===== src/verilog/hsrfd_consts.svh =====
// Constants of the host serial receive, flow and splitter block.
// Functional notes
// Default pool is eight buffers of 48 bytes.
// Fill first free buffer, then the next.
// All buffers full: drop incoming characters.
// Send suspend when free count equals stop-threshold.
// Send resume when free count equals go-threshold.
// Received suspend blocks our transmission.
// Reconfigure, query or reboot releases suspension.
// Received flow characters ignored after reset.
// Count characters lost for lack of buffers.
// Sticky parity, framing, overrun flags since boot.
// Parity bit follows data bits, lsb first.
// Even or odd count of ones over 8 bits; the code counts over 7 bits in seven-bit mode.
// Receiver flags parity mismatch.
// Odd, even or no parity.
// Line idles at mark; start is space.
// Missing stop bit sets framing flag.
// Unread holding register overwritten, overrun flagged.
// Stage one passes bytes until count start.
// Stage two passes to terminal until escape start.
// First block carries routing byte, continuations inherit.
// Start characters programmable through configuration inputs.
// Count mode counts bytes without inspecting them.
// Suspend character defaults to 19.
// Resume character defaults to 17.
// Stop own transmission within one character time.
// Release partial buffer after two idle character times.
// Pool and flow settings writable, reset to defaults.
`ifndef HSRFD_CONSTS_SVH
`define HSRFD_CONSTS_SVH
`define HSRFD_CLK_PERIOD_NS 40
`define HSRFD_NUM_BUF_DEF 4'h8
`define HSRFD_BUF_SIZE_DEF 6'h30
`define HSRFD_BUF_STRIDE 9'h030
`define HSRFD_MEM_DEPTH 384
`define HSRFD_STOP_THR_DEF 4'h1
`define HSRFD_GO_THR_DEF 4'h2
`define HSRFD_XON_DEF 8'h11
`define HSRFD_XOFF_DEF 8'h13
`define HSRFD_CNT_START_DEF 8'h06
`define HSRFD_ESC_START_DEF 8'h1c
`define HSRFD_BAUD_DIV_DEF 16'h0516
`define HSRFD_IDLE_CHARS 5'h02
`define HSRFD_LOST_MAX 16'hffff
`endif


===== src/verilog/hsrfd_pkg.sv =====
// Types shared by the host serial receive, flow and splitter block.
package hsrfd_pkg;
  typedef enum logic [1:0] {
    PAR_NONE,
    PAR_EVEN,
    PAR_ODD
  } hsrfd_parity_t;
  typedef enum logic [2:0] {RX_IDLE, RX_START, RX_DATA, RX_PAR, RX_STOP}
    hsrfd_rx_t;
  typedef enum logic {TX_IDLE, TX_SHIFT} hsrfd_tx_t;
  typedef enum logic [1:0] {SP_TERM, SP_CNT_LEN, SP_CNT_DATA, SP_ESC}
    hsrfd_split_t;
endpackage


===== src/verilog/hsrfd_buf_mem.sv =====
// Receive buffer pool storage with a registered read port.
`include "hsrfd_consts.svh"
module hsrfd_buf_mem (
  input wire logic clk,
  input wire logic wrEn,
  input wire logic [8:0] wrAddr,
  input wire logic [7:0] wrData,
  input wire logic rdEn,
  input wire logic [8:0] rdAddr,
  output logic [7:0] rdData
);
  logic [7:0] mem [0:`HSRFD_MEM_DEPTH-1];

  // Write and read ports work independently; read data is registered.
  always_ff @(posedge clk) begin
    if (wrEn) begin
      mem[wrAddr] <= wrData;
    end
    if (rdEn) begin
      rdData <= mem[rdAddr];
    end
  end
endmodule


===== src/verilog/hsrfd_serial_port.sv =====
// Host serial port: receiver, buffer pool, flow control and splitters.
`include "hsrfd_consts.svh"
module hsrfd_serial_port (
  input wire logic clk,
  input wire logic rstn,
  input wire logic serialIn,
  output logic serialOut,
  input wire logic cfgLoad,
  input wire logic cfgQuery,
  input wire logic [15:0] cfgBaudDiv,
  input wire logic [1:0] cfgParity,
  input wire logic cfgSevenBit,
  input wire logic cfgFlowOut,
  input wire logic cfgHearFlow,
  input wire logic [3:0] cfgNumBuf,
  input wire logic [5:0] cfgBufSize,
  input wire logic [3:0] cfgStopThr,
  input wire logic [3:0] cfgGoThr,
  input wire logic [7:0] cfgXonChar,
  input wire logic [7:0] cfgXoffChar,
  input wire logic [7:0] cfgCountStart,
  input wire logic [7:0] cfgEscStart,
  input wire logic txValid,
  input wire logic [7:0] txData,
  output logic txReady,
  output logic termValid,
  output logic [7:0] termData,
  input wire logic termReady,
  output logic pktValid,
  output logic [7:0] pktData,
  output logic pktRoute,
  input wire logic pktReady,
  output logic parityErr,
  output logic framingErr,
  output logic overrunErr,
  output logic [15:0] lostCount,
  output logic [3:0] freeBuffers,
  output logic suspended
);
  // Parity bit for a character: data ones folded with the odd sense.
  function automatic logic parBit(input logic [7:0] d, input logic seven,
                                  input logic odd);
    parBit = (seven ? ^d[6:0] : ^d) ^ odd;
  endfunction

  // Byte address of a position inside a buffer of the pool.
  function automatic logic [8:0] bufAddr(input logic [2:0] idx,
                                         input logic [5:0] pos);
    bufAddr = 9'(idx * `HSRFD_BUF_STRIDE) + {3'h0, pos};
  endfunction

  ////////////////////////////////////////////////////////////////////////
  // Configuration storage.
  logic [15:0] baudDiv_q;
  logic [1:0] parity_q;
  logic seven_q, flowOut_q, hear_q;
  logic [3:0] numBuf_q, stopThr_q, goThr_q;
  logic [5:0] bufSize_q;
  logic [7:0] xon_q, xoff_q, cntStart_q, escStart_q;

  // Load new settings on cfgLoad; zero or oversized pool sizes fall back to the defaults.
  always_ff @(posedge clk) begin
    if (!rstn) begin
      baudDiv_q <= `HSRFD_BAUD_DIV_DEF;
      parity_q <= 2'(hsrfd_pkg::PAR_NONE);
      seven_q <= 1'b0;
      flowOut_q <= 1'b1;
      hear_q <= 1'b0;
      numBuf_q <= `HSRFD_NUM_BUF_DEF;
      bufSize_q <= `HSRFD_BUF_SIZE_DEF;
      stopThr_q <= `HSRFD_STOP_THR_DEF;
      goThr_q <= `HSRFD_GO_THR_DEF;
      xon_q <= `HSRFD_XON_DEF;
      xoff_q <= `HSRFD_XOFF_DEF;
      cntStart_q <= `HSRFD_CNT_START_DEF;
      escStart_q <= `HSRFD_ESC_START_DEF;
    end else if (cfgLoad) begin
      baudDiv_q <= (cfgBaudDiv < 16'h0004) ? 16'h0004 : cfgBaudDiv;
      parity_q <= cfgParity;
      seven_q <= cfgSevenBit;
      flowOut_q <= cfgFlowOut;
      hear_q <= cfgHearFlow;
      numBuf_q <= (cfgNumBuf == 4'h0 || cfgNumBuf > `HSRFD_NUM_BUF_DEF) ?
                  `HSRFD_NUM_BUF_DEF : cfgNumBuf;
      bufSize_q <= (cfgBufSize == 6'h00 || cfgBufSize > `HSRFD_BUF_SIZE_DEF)
                   ? `HSRFD_BUF_SIZE_DEF : cfgBufSize;
      stopThr_q <= cfgStopThr;
      goThr_q <= cfgGoThr;
      xon_q <= cfgXonChar;
      xoff_q <= cfgXoffChar;
      cntStart_q <= cfgCountStart;
      escStart_q <= cfgEscStart;
    end
  end

  logic parEn, parOdd;
  logic [3:0] nBits, frameBits;
  assign parEn = parity_q != 2'(hsrfd_pkg::PAR_NONE);
  assign parOdd = parity_q == 2'(hsrfd_pkg::PAR_ODD);
  assign nBits = seven_q ? 4'h7 : 4'h8;
  assign frameBits = nBits + {3'h0, parEn} + 4'h2;

  ////////////////////////////////////////////////////////////////////////
  // Receiver and holding register.
  hsrfd_pkg::hsrfd_rx_t rxSt_q, rxSt_d;
  logic [15:0] rxCnt_q, rxCnt_d;
  logic [2:0] rxBit_q, rxBit_d;
  logic [7:0] rxSh_q, rxSh_d, hold_q, hold_d;
  logic rxPar_q, rxPar_d, holdValid_q, holdValid_d, holdTake;
  logic parErr_q, parErr_d, frmErr_q, frmErr_d, ovrErr_q, ovrErr_d;
  logic rxTick, rxDone;

  assign rxTick = rxCnt_q == baudDiv_q - 16'h0001;
  assign rxDone = (rxSt_q == hsrfd_pkg::RX_STOP) && rxTick;

  // Frame hunting, mid-bit sampling, error flags and the holding register.
  always_comb begin
    rxSt_d = rxSt_q;
    rxCnt_d = rxTick ? 16'h0000 : rxCnt_q + 16'h0001;
    rxBit_d = rxBit_q;
    rxSh_d = rxSh_q;
    rxPar_d = rxPar_q;
    hold_d = hold_q;
    holdValid_d = holdValid_q && !holdTake;
    parErr_d = parErr_q;
    frmErr_d = frmErr_q;
    ovrErr_d = ovrErr_q;
    unique case (rxSt_q)
      hsrfd_pkg::RX_IDLE: begin
        rxCnt_d = 16'h0000;
        if (!serialIn) begin
          rxSt_d = hsrfd_pkg::RX_START;
        end
      end
      hsrfd_pkg::RX_START: begin
        if (rxCnt_q == {1'b0, baudDiv_q[15:1]}) begin
          rxCnt_d = 16'h0000;
          rxBit_d = 3'h0;
          rxSh_d = 8'h00;
          rxSt_d = serialIn ? hsrfd_pkg::RX_IDLE : hsrfd_pkg::RX_DATA;
        end
      end
      hsrfd_pkg::RX_DATA: begin
        if (rxTick) begin
          rxSh_d[rxBit_q] = serialIn;
          rxBit_d = rxBit_q + 3'h1;
          if ({1'b0, rxBit_q} == nBits - 4'h1) begin
            rxSt_d = parEn ? hsrfd_pkg::RX_PAR : hsrfd_pkg::RX_STOP;
          end
        end
      end
      hsrfd_pkg::RX_PAR: begin
        if (rxTick) begin
          rxPar_d = serialIn;
          rxSt_d = hsrfd_pkg::RX_STOP;
        end
      end
      hsrfd_pkg::RX_STOP: begin
        if (rxTick) begin
          rxSt_d = hsrfd_pkg::RX_IDLE;
          hold_d = rxSh_q;
          holdValid_d = 1'b1;
          if (holdValid_q && !holdTake) begin
            ovrErr_d = 1'b1;
          end
          if (!serialIn) begin
            frmErr_d = 1'b1;
          end
          if (parEn && parBit(rxSh_q, seven_q, parOdd) != rxPar_q) begin
            parErr_d = 1'b1;
          end
        end
      end
      default: rxSt_d = hsrfd_pkg::RX_IDLE;
    endcase
  end

  // Receiver registers; error flags clear only at reboot.
  always_ff @(posedge clk) begin
    if (!rstn) begin
      rxSt_q <= hsrfd_pkg::RX_IDLE;
      rxCnt_q <= 16'h0000;
      rxBit_q <= 3'h0;
      rxSh_q <= 8'h00;
      rxPar_q <= 1'b0;
      hold_q <= 8'h00;
      holdValid_q <= 1'b0;
      parErr_q <= 1'b0;
      frmErr_q <= 1'b0;
      ovrErr_q <= 1'b0;
    end else begin
      rxSt_q <= rxSt_d;
      rxCnt_q <= rxCnt_d;
      rxBit_q <= rxBit_d;
      rxSh_q <= rxSh_d;
      rxPar_q <= rxPar_d;
      hold_q <= hold_d;
      holdValid_q <= holdValid_d;
      parErr_q <= parErr_d;
      frmErr_q <= frmErr_d;
      ovrErr_q <= ovrErr_d;
    end
  end

  ////////////////////////////////////////////////////////////////////////
  // Buffer pool fill, drain and suspension from received flow characters.
  logic [2:0] wrIdx_q, wrIdx_d, rdIdx_q, rdIdx_d;
  logic [5:0] fill_q, fill_d, rdPos_q, rdPos_d;
  logic [5:0] bufLen_q [0:7];
  logic [5:0] bufLen_d [0:7];
  logic [3:0] used_q, used_d, freeNow, freePrev_q;
  logic [15:0] lost_q, lost_d;
  logic [20:0] idle_q, idle_d, idleLimit;
  logic susp_q, susp_d, memWr, memRd, sValid_q, sValid_d, sTake;
  logic flowChar, commit, bufDone, idleCommit;
  logic [7:0] memRdData;

  // The writer pauses one cycle on an idle-timeout commit, so a character
  // landing exactly then overwrites an unread one.
  assign idleCommit = fill_q != 6'h00 && idle_q >= idleLimit;
  assign holdTake = holdValid_q && !idleCommit;
  assign flowChar = hear_q && (hold_q == xoff_q || hold_q == xon_q);
  assign idleLimit = 21'(`HSRFD_IDLE_CHARS * frameBits * baudDiv_q);
  assign memWr = holdTake && !flowChar && used_q != numBuf_q;
  assign bufDone = memRd && rdPos_q + 6'h01 == bufLen_q[rdIdx_q];
  assign memRd = used_q != 4'h0 && (!sValid_q || sTake);
  assign freeNow = numBuf_q - used_q - {3'h0, fill_q != 6'h00};

  // Fill, commit on full or idle timeout, drain whole buffers in order.
  always_comb begin
    wrIdx_d = wrIdx_q;
    fill_d = fill_q;
    lost_d = lost_q;
    susp_d = susp_q;
    bufLen_d = bufLen_q;
    rdIdx_d = rdIdx_q;
    rdPos_d = rdPos_q;
    commit = idleCommit;
    idle_d = (holdValid_q || fill_q == 6'h00) ? 21'h000000 :
             idle_q + 21'h000001;
    if (cfgLoad || cfgQuery) begin
      susp_d = 1'b0;
    end
    if (holdTake && flowChar) begin
      susp_d = hold_q == xoff_q;
    end else if (holdTake && used_q == numBuf_q) begin
      if (lost_q != `HSRFD_LOST_MAX) begin
        lost_d = lost_q + 16'h0001;
      end
    end else if (memWr) begin
      fill_d = fill_q + 6'h01;
      if (fill_q + 6'h01 == bufSize_q) begin
        commit = 1'b1;
      end
    end
    if (commit) begin
      bufLen_d[wrIdx_q] = fill_d;
      fill_d = 6'h00;
      wrIdx_d = (4'(wrIdx_q) + 4'h1 == numBuf_q) ? 3'h0 : wrIdx_q + 3'h1;
    end
    if (memRd) begin
      rdPos_d = bufDone ? 6'h00 : rdPos_q + 6'h01;
    end
    if (bufDone) begin
      rdIdx_d = (4'(rdIdx_q) + 4'h1 == numBuf_q) ? 3'h0 : rdIdx_q + 3'h1;
    end
    used_d = used_q + {3'h0, commit} - {3'h0, bufDone};
    sValid_d = memRd || (sValid_q && !sTake);
  end

  // Pool registers.
  always_ff @(posedge clk) begin
    if (!rstn) begin
      wrIdx_q <= 3'h0;
      rdIdx_q <= 3'h0;
      fill_q <= 6'h00;
      rdPos_q <= 6'h00;
      used_q <= 4'h0;
      freePrev_q <= `HSRFD_NUM_BUF_DEF;
      lost_q <= 16'h0000;
      idle_q <= 21'h000000;
      susp_q <= 1'b0;
      sValid_q <= 1'b0;
      bufLen_q <= '{default: 6'h00};
    end else begin
      wrIdx_q <= wrIdx_d;
      rdIdx_q <= rdIdx_d;
      fill_q <= fill_d;
      rdPos_q <= rdPos_d;
      used_q <= used_d;
      freePrev_q <= freeNow;
      lost_q <= lost_d;
      idle_q <= idle_d;
      susp_q <= susp_d;
      sValid_q <= sValid_d;
      bufLen_q <= bufLen_d;
    end
  end

  hsrfd_buf_mem uMem (
    .clk(clk),
    .wrEn(memWr),
    .wrAddr(bufAddr(wrIdx_q, fill_q)),
    .wrData(hold_q),
    .rdEn(memRd),
    .rdAddr(bufAddr(rdIdx_q, rdPos_q)),
    .rdData(memRdData)
  );

  ////////////////////////////////////////////////////////////////////////
  // Count-mode and escape-mode splitters on the drained byte stream.
  hsrfd_pkg::hsrfd_split_t sp_q, sp_d;
  logic [7:0] cnt_q, cnt_d;
  logic route_q, route_d, toTerm, toPkt;

  // Start characters in non-count states are swallowed; count data is
  // forwarded blindly until the length runs out.
  always_comb begin
    sp_d = sp_q;
    cnt_d = cnt_q;
    route_d = route_q;
    toTerm = 1'b0;
    toPkt = 1'b0;
    sTake = 1'b0;
    if (sValid_q) begin
      unique case (sp_q)
        hsrfd_pkg::SP_CNT_LEN: begin
          sTake = 1'b1;
          cnt_d = memRdData;
          route_d = 1'b1;
          sp_d = (memRdData == 8'h00) ? hsrfd_pkg::SP_TERM :
                 hsrfd_pkg::SP_CNT_DATA;
        end
        hsrfd_pkg::SP_CNT_DATA: begin
          toPkt = 1'b1;
          sTake = pktReady;
          if (pktReady) begin
            route_d = 1'b0;
            cnt_d = cnt_q - 8'h01;
            if (cnt_q == 8'h01) begin
              sp_d = hsrfd_pkg::SP_TERM;
            end
          end
        end
        default: begin
          if (memRdData == cntStart_q) begin
            sTake = 1'b1;
            sp_d = hsrfd_pkg::SP_CNT_LEN;
          end else if (memRdData == escStart_q) begin
            sTake = 1'b1;
            route_d = 1'b1;
            sp_d = hsrfd_pkg::SP_ESC;
          end else if (sp_q == hsrfd_pkg::SP_ESC) begin
            toPkt = 1'b1;
            sTake = pktReady;
            route_d = route_q && !pktReady;
          end else begin
            toTerm = 1'b1;
            sTake = termReady;
          end
        end
      endcase
    end
  end

  // Splitter registers.
  always_ff @(posedge clk) begin
    if (!rstn) begin
      sp_q <= hsrfd_pkg::SP_TERM;
      cnt_q <= 8'h00;
      route_q <= 1'b0;
    end else begin
      sp_q <= sp_d;
      cnt_q <= cnt_d;
      route_q <= route_d;
    end
  end

  ////////////////////////////////////////////////////////////////////////
  // Transmitter with suspend and resume character requests.
  hsrfd_pkg::hsrfd_tx_t txSt_q, txSt_d;
  logic [15:0] txCnt_q, txCnt_d;
  logic [3:0] txBit_q, txBit_d;
  logic [10:0] txSh_q, txSh_d;
  logic txOut_q, txOut_d, xoffPend_q, xoffPend_d, xonPend_q, xonPend_d;
  logic [7:0] txChar;
  logic txStart;

  assign txReady = txSt_q == hsrfd_pkg::TX_IDLE && !xoffPend_q &&
                   !xonPend_q && !susp_q;
  assign txStart = txSt_q == hsrfd_pkg::TX_IDLE &&
                   (xoffPend_q || xonPend_q || (txValid && !susp_q));
  assign txChar = xoffPend_q ? xoff_q : (xonPend_q ? xon_q : txData);

  // Threshold crossings raise requests; frames shift out lsb first.
  always_comb begin
    txSt_d = txSt_q;
    txCnt_d = txCnt_q;
    txBit_d = txBit_q;
    txSh_d = txSh_q;
    txOut_d = txOut_q;
    xoffPend_d = xoffPend_q;
    xonPend_d = xonPend_q;
    if (txStart) begin
      xoffPend_d = 1'b0;
      xonPend_d = xoffPend_q ? xonPend_q : 1'b0;
      txSh_d = seven_q ? {2'b11, parBit(txChar, 1'b1, parOdd), txChar[6:0],
                          1'b0}
                       : {1'b1, parBit(txChar, 1'b0, parOdd), txChar, 1'b0};
      if (!parEn) begin
        txSh_d = seven_q ? {3'b111, txChar[6:0], 1'b0}
                         : {2'b11, txChar, 1'b0};
      end
      txOut_d = 1'b0;
      txCnt_d = 16'h0000;
      txBit_d = 4'h1;
      txSt_d = hsrfd_pkg::TX_SHIFT;
    end else if (txSt_q == hsrfd_pkg::TX_SHIFT) begin
      txCnt_d = txCnt_q + 16'h0001;
      if (txCnt_q == baudDiv_q - 16'h0001) begin
        txCnt_d = 16'h0000;
        if (txBit_q == frameBits) begin
          txOut_d = 1'b1;
          txSt_d = hsrfd_pkg::TX_IDLE;
        end else begin
          txOut_d = txSh_q[txBit_q];
          txBit_d = txBit_q + 4'h1;
        end
      end
    end
    if (flowOut_q && freeNow != freePrev_q) begin
      if (freeNow < freePrev_q && freeNow == stopThr_q) begin
        xoffPend_d = 1'b1;
        xonPend_d = 1'b0;
      end
      if (freeNow > freePrev_q && freeNow == goThr_q) begin
        xonPend_d = 1'b1;
        xoffPend_d = 1'b0;
      end
    end
  end

  // Transmitter registers; the line rests at mark.
  always_ff @(posedge clk) begin
    if (!rstn) begin
      txSt_q <= hsrfd_pkg::TX_IDLE;
      txCnt_q <= 16'h0000;
      txBit_q <= 4'h0;
      txSh_q <= 11'h7ff;
      txOut_q <= 1'b1;
      xoffPend_q <= 1'b0;
      xonPend_q <= 1'b0;
    end else begin
      txSt_q <= txSt_d;
      txCnt_q <= txCnt_d;
      txBit_q <= txBit_d;
      txSh_q <= txSh_d;
      txOut_q <= txOut_d;
      xoffPend_q <= xoffPend_d;
      xonPend_q <= xonPend_d;
    end
  end

  assign serialOut = txOut_q;
  assign termValid = toTerm;
  assign termData = memRdData;
  assign pktValid = toPkt;
  assign pktData = memRdData;
  assign pktRoute = toPkt && route_q;
  assign parityErr = parErr_q;
  assign framingErr = frmErr_q;
  assign overrunErr = ovrErr_q;
  assign lostCount = lost_q;
  assign freeBuffers = freeNow;
  assign suspended = susp_q;
endmodule


===== config.mk =====
export PLATFORM = sky130hd
export DESIGN_NAME = hsrfd_serial_port
export DESIGN_NICKNAME = d
export VERILOG_FILES = /design/src/verilog/hsrfd_pkg.sv /design/src/verilog/hsrfd_buf_mem.sv /design/src/verilog/hsrfd_serial_port.sv
export VERILOG_INCLUDE_DIRS = /design/src /design/src/verilog
export SDC_FILE = /design/constraint.sdc
export NUM_CORES = 2
export LEC_CHECK = 0
export ABC_AREA = 1
export BUFFER_PORTS_ARGS = -buffer_cell sky130_fd_sc_hd__buf_4
export CAP_MARGIN = 25
export CORE_ASPECT_RATIO = 1.25
export CORE_MARGIN = 1.5
export CORE_UTILIZATION = 57
export DETAILED_ROUTE_END_ITERATION = 8
export PLACE_DENSITY = 0.77
export RECOVER_POWER = 25
export SETUP_SLACK_MARGIN = 0.3
export SYNTH_ARGS = -nofsm -noshare
export SYNTH_HDL_FRONTEND = slang
export SYNTH_HIERARCHICAL = 1
export SYNTH_SLANG_ARGS = --single-unit
export TNS_END_PERCENT = 30

===== constraint.sdc =====
create_clock -name clk -period 7.78 [get_ports clk]
set_input_delay 0.389 -clock clk [delete_from_list [all_inputs] [get_ports clk]]
set_output_delay 0.389 -clock clk [all_outputs]
set_load 0.01 [all_outputs]

; Word-level counts from Yosys, hierarchy flattened
; Memory sizes are Yosys's and may differ from the RTL's. A register that Yosys moved wholly into a read port is not among the register bits.
; Cells that the tools add are included.
[totals]
register_bits = 273
mem_bits_rw = 3072
in_bits = 87
out_inout_bits = 45
n_memories = 1
[memory_table]
columns = name, depth, width, read_ports, rd_ports_with_merged_regs, write_ports, line_no
row1 = uMem.mem, 384, 8, 1, 1, 1, hsrfd_buf_mem.sv:12  ; logic [7:0] mem [0:`HSRFD_MEM_DEPTH-1];
[classes]
add_sub_neg = 23
mul = 3
order_cmp = 12
eq_ne = 39
mux = 105
n_bitwise = 10
reduce_logical = 79
[ops]
columns = cell, n
row1 = $mux W16, 4
row2 = $mux W1, 51
row3 = $add A16 B1 Y16 const B, 3
row4 = $bwmux W48, 1
row5 = $mux W6, 8
row6 = $mux W8, 5
row7 = $mux W3, 11
row8 = $eq A16 B16 Y1, 2
row9 = $eq A8 B8 Y1, 4
row10 = $pmux W16 S2, 1
row11 = $pmux W8 S2, 2
row12 = $eq A4 B4 Y1, 6
row13 = $logic_and A1 B1 Y1, 24
row14 = $reduce_and A3 Y1, 8
row15 = $add A21 B1 Y21 const B, 1
row16 = $ge A21 B21 Y1, 1
row17 = $mul A4 B16 Y20, 1
row18 = $mux W10, 2
row19 = $add A9 B6 Y9, 2
row20 = $bmux W6 S3, 1
row21 = $demux W6 S3, 1
row22 = $ne A2 B2 Y1 const B, 9
row23 = $eq A16 B15 Y1, 1
row24 = $lt A16 B3 Y1 const B, 1
row25 = other kinds (61), 121

; Longest topological paths before layout
[depth]
depth_word = 15
mapped_depth = 40
depth_no_buf = 39

; Hierarchy
; The synthesis kept the hierarchy.
[modules_own_cells]
columns = mod, n_inst, cells_per_inst, area_per_inst_um2
row1 = hsrfd_buf_mem, 1, 10317, 125135.0
row2 = hsrfd_serial_port, 1, 2594, 17894.7

; Least setup slack after synthesis
; OpenSTA, ideal clock, no wires.
[synth_path]
path_type = register -> register
startpoint = reg hold_q[7]
endpoint = mem uMem.mem[192][0], enable pin
arrival_time_ns = 7.318
required_ns = 7.410
path_slack_ns = 0.092
stages_incl_launch_ff = 14
n_path_buf = 1
synth_period_minus_slack_ns = 7.688
path_cell_list = dfxtp_1 -> xnor2_1 -> nand4_1 -> o21ai_1 -> nand2_1 -> nand2_1 -> inv_2 -> nand3_2 -> inv_1 -> inv_1 -> nor3_1 -> nand2_1 -> clkbuf_1 -> nor2_1
[synth_between]
elab_chain_cells = 8
[synth_lines]
columns = element, line_no
row1 = start: declaration, hsrfd_serial_port.sv:108  ; logic [7:0] rxSh_q, rxSh_d, hold_q, hold_d;
row2 = start signal: assignment, hsrfd_serial_port.sv:197  ; hold_q <= hold_d;
row3 = $eq A8 B8 Y1, hsrfd_serial_port.sv:222  ; assign flowChar = hear_q && (hold_q == xoff_q || hold_q == xon_q);
row4 = $logic_or A1 B1 Y1 *, hsrfd_serial_port.sv:222
row5 = $logic_and A1 B1 Y1 *, hsrfd_serial_port.sv:222
row6 = $logic_not A1 Y1 *, hsrfd_serial_port.sv:224  ; assign memWr = holdTake && !flowChar && used_q != numBuf_q;
row7 = $logic_and A1 B1 Y1 * (2 in series), hsrfd_serial_port.sv:224
row8 = net memWr, hsrfd_serial_port.sv:214  ; logic susp_q, susp_d, memWr, memRd, sValid_q, sValid_d, sTake;
row9 = $mux W1 *, hsrfd_buf_mem.sv:16  ; if (wrEn) begin
row10 = $mux W1 (implied by the code) *, hsrfd_buf_mem.sv:17  ; mem[wrAddr] <= wrData;
row11 = end: declaration, hsrfd_buf_mem.sv:12
; Mark *: on every way through the listed nets, which the timed path passes. The rest lies on a longest branch.

; Worst setup path in the final report
[layout_path]
startpoint = reg parity_q[0]
endpoint = mem uMem.mem[89][6], enable pin
[layout_between]
elab_chain_cells = 12
[layout_lines]
columns = element, line_no
row1 = start: declaration, hsrfd_serial_port.sv:55  ; logic [1:0] parity_q;
row2 = start signal: assignment, hsrfd_serial_port.sv:65  ; parity_q <= 2'(hsrfd_pkg::PAR_NONE);
row3 = start signal: assignment, hsrfd_serial_port.sv:79  ; parity_q <= cfgParity;
row4 = $reduce_bool A2 Y1, hsrfd_serial_port.sv:98  ; assign parEn = parity_q != 2'(hsrfd_pkg::PAR_NONE);
row5 = $add A4 B1 Y4, hsrfd_serial_port.sv:101  ; assign frameBits = nBits + {3'h0, parEn} + 4'h2;
row6 = $add A4 B2 Y4, hsrfd_serial_port.sv:101
row7 = $mul A4 B16 Y20 (no line), n/a
row8 = $ge A21 B21 Y1, hsrfd_serial_port.sv:220  ; assign idleCommit = fill_q != 6'h00 && idle_q >= idleLimit;
row9 = $logic_and A1 B1 Y1, hsrfd_serial_port.sv:220
row10 = $logic_not A1 Y1, hsrfd_serial_port.sv:221  ; assign holdTake = holdValid_q && !idleCommit;
row11 = $logic_and A1 B1 Y1, hsrfd_serial_port.sv:221
row12 = $logic_and A1 B1 Y1 (2 in series), hsrfd_serial_port.sv:224
row13 = net memWr, hsrfd_serial_port.sv:214
row14 = $mux W1, hsrfd_buf_mem.sv:16
row15 = $mux W1 (implied by the code), hsrfd_buf_mem.sv:17
; The timed path passes the listed nets, and every way through them passes these cells.

==> summary.md <==
| Metric | Value |
|---|---|
| Transition time at the pin with the least slew margin | roughly 4600 ps |
| Synthesized instance count | about 13000 |
| Static leakage power | approximately 60 nW |
| TritonCTS Buffers | 315 |
| Last weighted congestion value of the routability-driven placer | about 0.96 |
| Setup TNS | 0 ps |
| Distinct cells, synth | 64 |
| Max Freq | around 0.14 GHz |
| Max IR drop VDD | between 0.15 and 0.2 mV |
| Post-Layout Inst Area | between 150000 and 200000 sq um |
| Pin count of the biggest net entering global routing | about 260 |
| P per Cell Area | 240 nW/um^2 |
| Routed via count divided by cell count | 6.22 |
| Area used by sequential logic in the layout | 97900 sq um |
| HPWL Detailed | about 240000 um |
| Placed inst area | between 100000 and 150000 sq um |
| Master of the slowest instance on the critical path | sky130_fd_sc_hd__nor2_1 |
| Sink Count | roughly 3400 |
| Initial cell density of the core | 0.573 |
| Worst hold slack across all endpoints | roughly 16 ps |
| Endpoint class of the critical path | flip-flop |
| Routed via count | slightly above 100k |
| Final Total Pwr | between 30 and 40 mW |
| Port buffer count | around 130 |
| Biggest area contributors in the synthesized netlist | sky130_fd_sc_hd__edfxtp_1, sky130_fd_sc_hd__nand3_1, sky130_fd_sc_hd__nand2_1 |
| Number of cells on the worst reg-to-reg path | 34 |
| Synthesis-stage register bit count | 3352 |
| H-tree levels | 5 |
| Synth top cells by count | sky130_fd_sc_hd__nand2_1, sky130_fd_sc_hd__edfxtp_1, sky130_fd_sc_hd__nand3_1 |
| Path category of the worst min-delay check | input pin to flip-flop |
| Internal reg-to-reg setup slack | ~460 ps |
| Worst slew margin relative to its limit | -2.05 |
| Floorplan Core Area | between 200000 and 250000 sq um |
| Cells on Worst Hold Path | 5 |
| GR Overflow Total | 0 |
| Worst-case clock buffer depth | 4 |
| Setup slack after placement | between 150 and 200 ps |
| Final Slew Violations | between 2000 and 2500 |
| DR WL/cell | ~25 um |
| Final routed DRC violation total | 2 |
| Startpoint of the lowest-slack hold path | txData[1] |
| Critical register-to-register path startpoint | parity_q[0] |
| Clock latency on the worst-skew pair | approximately 900 ps |
| RSZ-0062 raised after global routing | true |
| Number of warnings printed during yosys synthesis | 6 |
| Library cell used as clock root buffer | sky130_fd_sc_hd__clkbuf_16 |
| Total number of cells along the worst setup path | 34 |
| Violated checks | design-rule violations, max-capacitance violations, max-slew violations |
| Number of enable flip-flop cells after synthesis | around 3100 |
| Post-detailed-route count of antenna-violating nets | 0 |
| Maximum fanout along the worst path | 18 |
| Outcome | finished, violations left |
| Proportion of netlist area held by the largest area contributor | 0.647 |
| Pre-antenna DRT Iters | 9 |
| Endpoint with the worst hold slack | txSh_q[2] |
| Number of nets in the final layout | roughly 13000 |
| Syn Nets | ~13000 |
| Initial DRC count | 14300 |
| Class of the most critical setup path | flip-flop to flip-flop |
| Max-cap viol count | 27 |
| Clock tree from TritonCTS | yes |
| Family with the most delay on the worst path | simple AND/OR/NAND/NOR gates |
| Dominant cell by count in the synthesized netlist | sky130_fd_sc_hd__nand2_1 |
| Minimum clock period | 7320 ps |
| Clock Skews | roughly 37 ps |
| Top flip-flop cell by instance count after synthesis | sky130_fd_sc_hd__edfxtp_1 |
| Cell taking the most area after synthesis | sky130_fd_sc_hd__edfxtp_1 |
| Initial antenna violation count | 6 |
| Die Area | between 200000 and 300000 sq um |
| Most repeated library cell on the critical path | sky130_fd_sc_hd__nand2_1 |
| Startpoint type of the worst setup path | flip-flop |
| Critical path arrival | approximately 7900 ps |
| Sequential cell area fraction in the yosys report | 0.685 |
| Worst Path Required | 8300 ps |
| Total buffers and inverters traversed by the critical path | 7 |
| Fraction of final layout cells sized beyond drive strength 1 | 0.0843 |
| Total GRT Usage | 0.309 |
| Crit-path max cell delay | roughly 540 ps |
| Area used by multi-input combinational logic | 40100 sq um |
| Wirelength, routed | between 400000 and 500000 um |
| Number of standard-cell rows in the floorplan | 205 |
| Horiz. Die Dim | 451 um |
| Area of the mapped netlist | around 140000 sq um |
| Global-route wire length before repair | 593000 um |
| P&R area growth vs syn | 10.1% |
| Setup violators final | 0 |
| Post-synthesis area per instance | 11.1 sq um |
| Filler cell count | 18400 |
| Height of the die | ~560 um |
| Final cycle utilization of the critical path | 0.942 |
| Number of global-route vias before repair | 98700 |
| Setup ws final | 455 ps |
| Clock input transition at the sequential cells of the worst setup and hold paths | about 60 ps |
| # IOs | between 100 and 150 |
| Final Hold Vio Count | 0 |
| Share of synthesized flip-flops with an asynchronous set or reset | 0 |
| Worst R2R End | uMem/mem[89][6] |
[layer usage]
layer / part of all wire / up-vias / track usage
met2: 0.48 / 6842 / 0.510
met5: 0.000035 / - / 0
met1: 0.36 / 48800 / 0.387
met4: 0.059 / 2 / 0.172
met3: 0.11 / 1259 / 0.0548
li1: - / 45200 / -
[cell type report]
class	count	area share
diodes	3	0.0000477
clock buffers	365	0.0522
clock inverters	190	0.0112
inverters	326	0.00807
multi-input cells	8408	0.255
flip-flops and latches	3352	0.622
well taps	3312	0.0263
repair buffers	457	0.0256
[power breakdown]
part | switching [mW] | total [mW] | leakage [nW] | internal [mW]
registers | 0.130 | 19.6 | 37.8 | 19.4
logic | 2.24 | 3.22 | 17.4 | 0.979
clock network | 6.61 | 15.0 | 4.85 | 8.44
total | 8.98 | 37.8 | 60.1 | 28.9
[flip-flops by register name, summed over array words and instances, names as in the netlist, 6 cells and up]
name / flops
uMem/rdData: 8
uMem/mem: 3072
txSh_q: 10
bufSize_q: 6
lostCount: 16
baudDiv_q: 16
escStart_q: 8
fill_q: 6
rdPos_q: 6
bufLen_q: 48
xon_q: 8
rxCnt_q: 16
idle_q: 21
rxSh_q: 8
hold_q: 8
txCnt_q: 16
xoff_q: 8
cntStart_q: 8
cnt_q: 8
[worst max-delay path by stage]
stage	from	end
finish	parity_q[0]	uMem/mem[89][6]
global route	parity_q[0]	uMem/mem[253][6]
CTS	parity_q[0]	uMem/mem[267][5]
detailed placement	parity_q[0]	uMem/mem[123][7]
global placement	parity_q[0]	uMem/mem[155][3]
floorplan	parity_q[0]	uMem/mem[192][0]
[tightest hold or removal path, stage by stage]
cell and delay, ps:
sky130_fd_sc_hd__buf_4 80, sky130_fd_sc_hd__nand2_1 60, sky130_fd_sc_hd__nand3_1 60, sky130_fd_sc_hd__o21ai_1 100, sky130_fd_sc_hd__a22oi_1 160
[cells in the final DEF (no fill, tap or decap), types with 106 or more instances in the layout]
master | netlist | layout
sky130_fd_sc_hd__nor2_1 | 1272 | 1063
sky130_fd_sc_hd__buf_4 | 56 | 266
sky130_fd_sc_hd__nand2_1 | 3132 | 3116
sky130_fd_sc_hd__edfxtp_1 | 3080 | 3080
sky130_fd_sc_hd__dlygate4sd3_1 | 0 | 106
sky130_fd_sc_hd__o21ai_0 | 551 | 551
sky130_fd_sc_hd__o22ai_1 | 242 | 242
sky130_fd_sc_hd__nand3_1 | 2425 | 2425
sky130_fd_sc_hd__clkbuf_16 | 0 | 320
sky130_fd_sc_hd__inv_1 | 299 | 293
sky130_fd_sc_hd__nor2_2 | 11 | 158
sky130_fd_sc_hd__dfxtp_1 | 272 | 268
sky130_fd_sc_hd__a21oi_1 | 153 | 153
[timing repair]
action,CTS,global route
gates resized for setup,15,283
endpoints found under the setup margin,489,3053
pin swaps,0,0
endpoints found under the hold margin,87,0
hold buffers,106,0
buffers inserted,0,0
[cell families (layout without fill, tap and decap cells)]
kind of cell / count (synthesis) / in the layout / synth area share
and+or+nand+nor: 7021 / 7021 / 0.209
DFF: 3352 / 3352 / 0.685
other: 0 / 3 / 0
xor gates and xnor gates: 148 / 148 / 0.00906
adders and majority gates: 121 / 121 / 0.0124
AOI/OAI and AO/OA: 1118 / 1118 / 0.0432
buffers and inverters: 1151 / 1338 / 0.0414
[per-stage QoR]
stage | util | std cells
global route | 0.631 | 16400
CTS | 0.628 | 16400
global placement | 0.584 | 15700
finish | 0.631 | 16400
floorplan | - | 12900
detailed placement | 0.584 | 15700
Note: power is estimated with default switching activity, not from simulation.
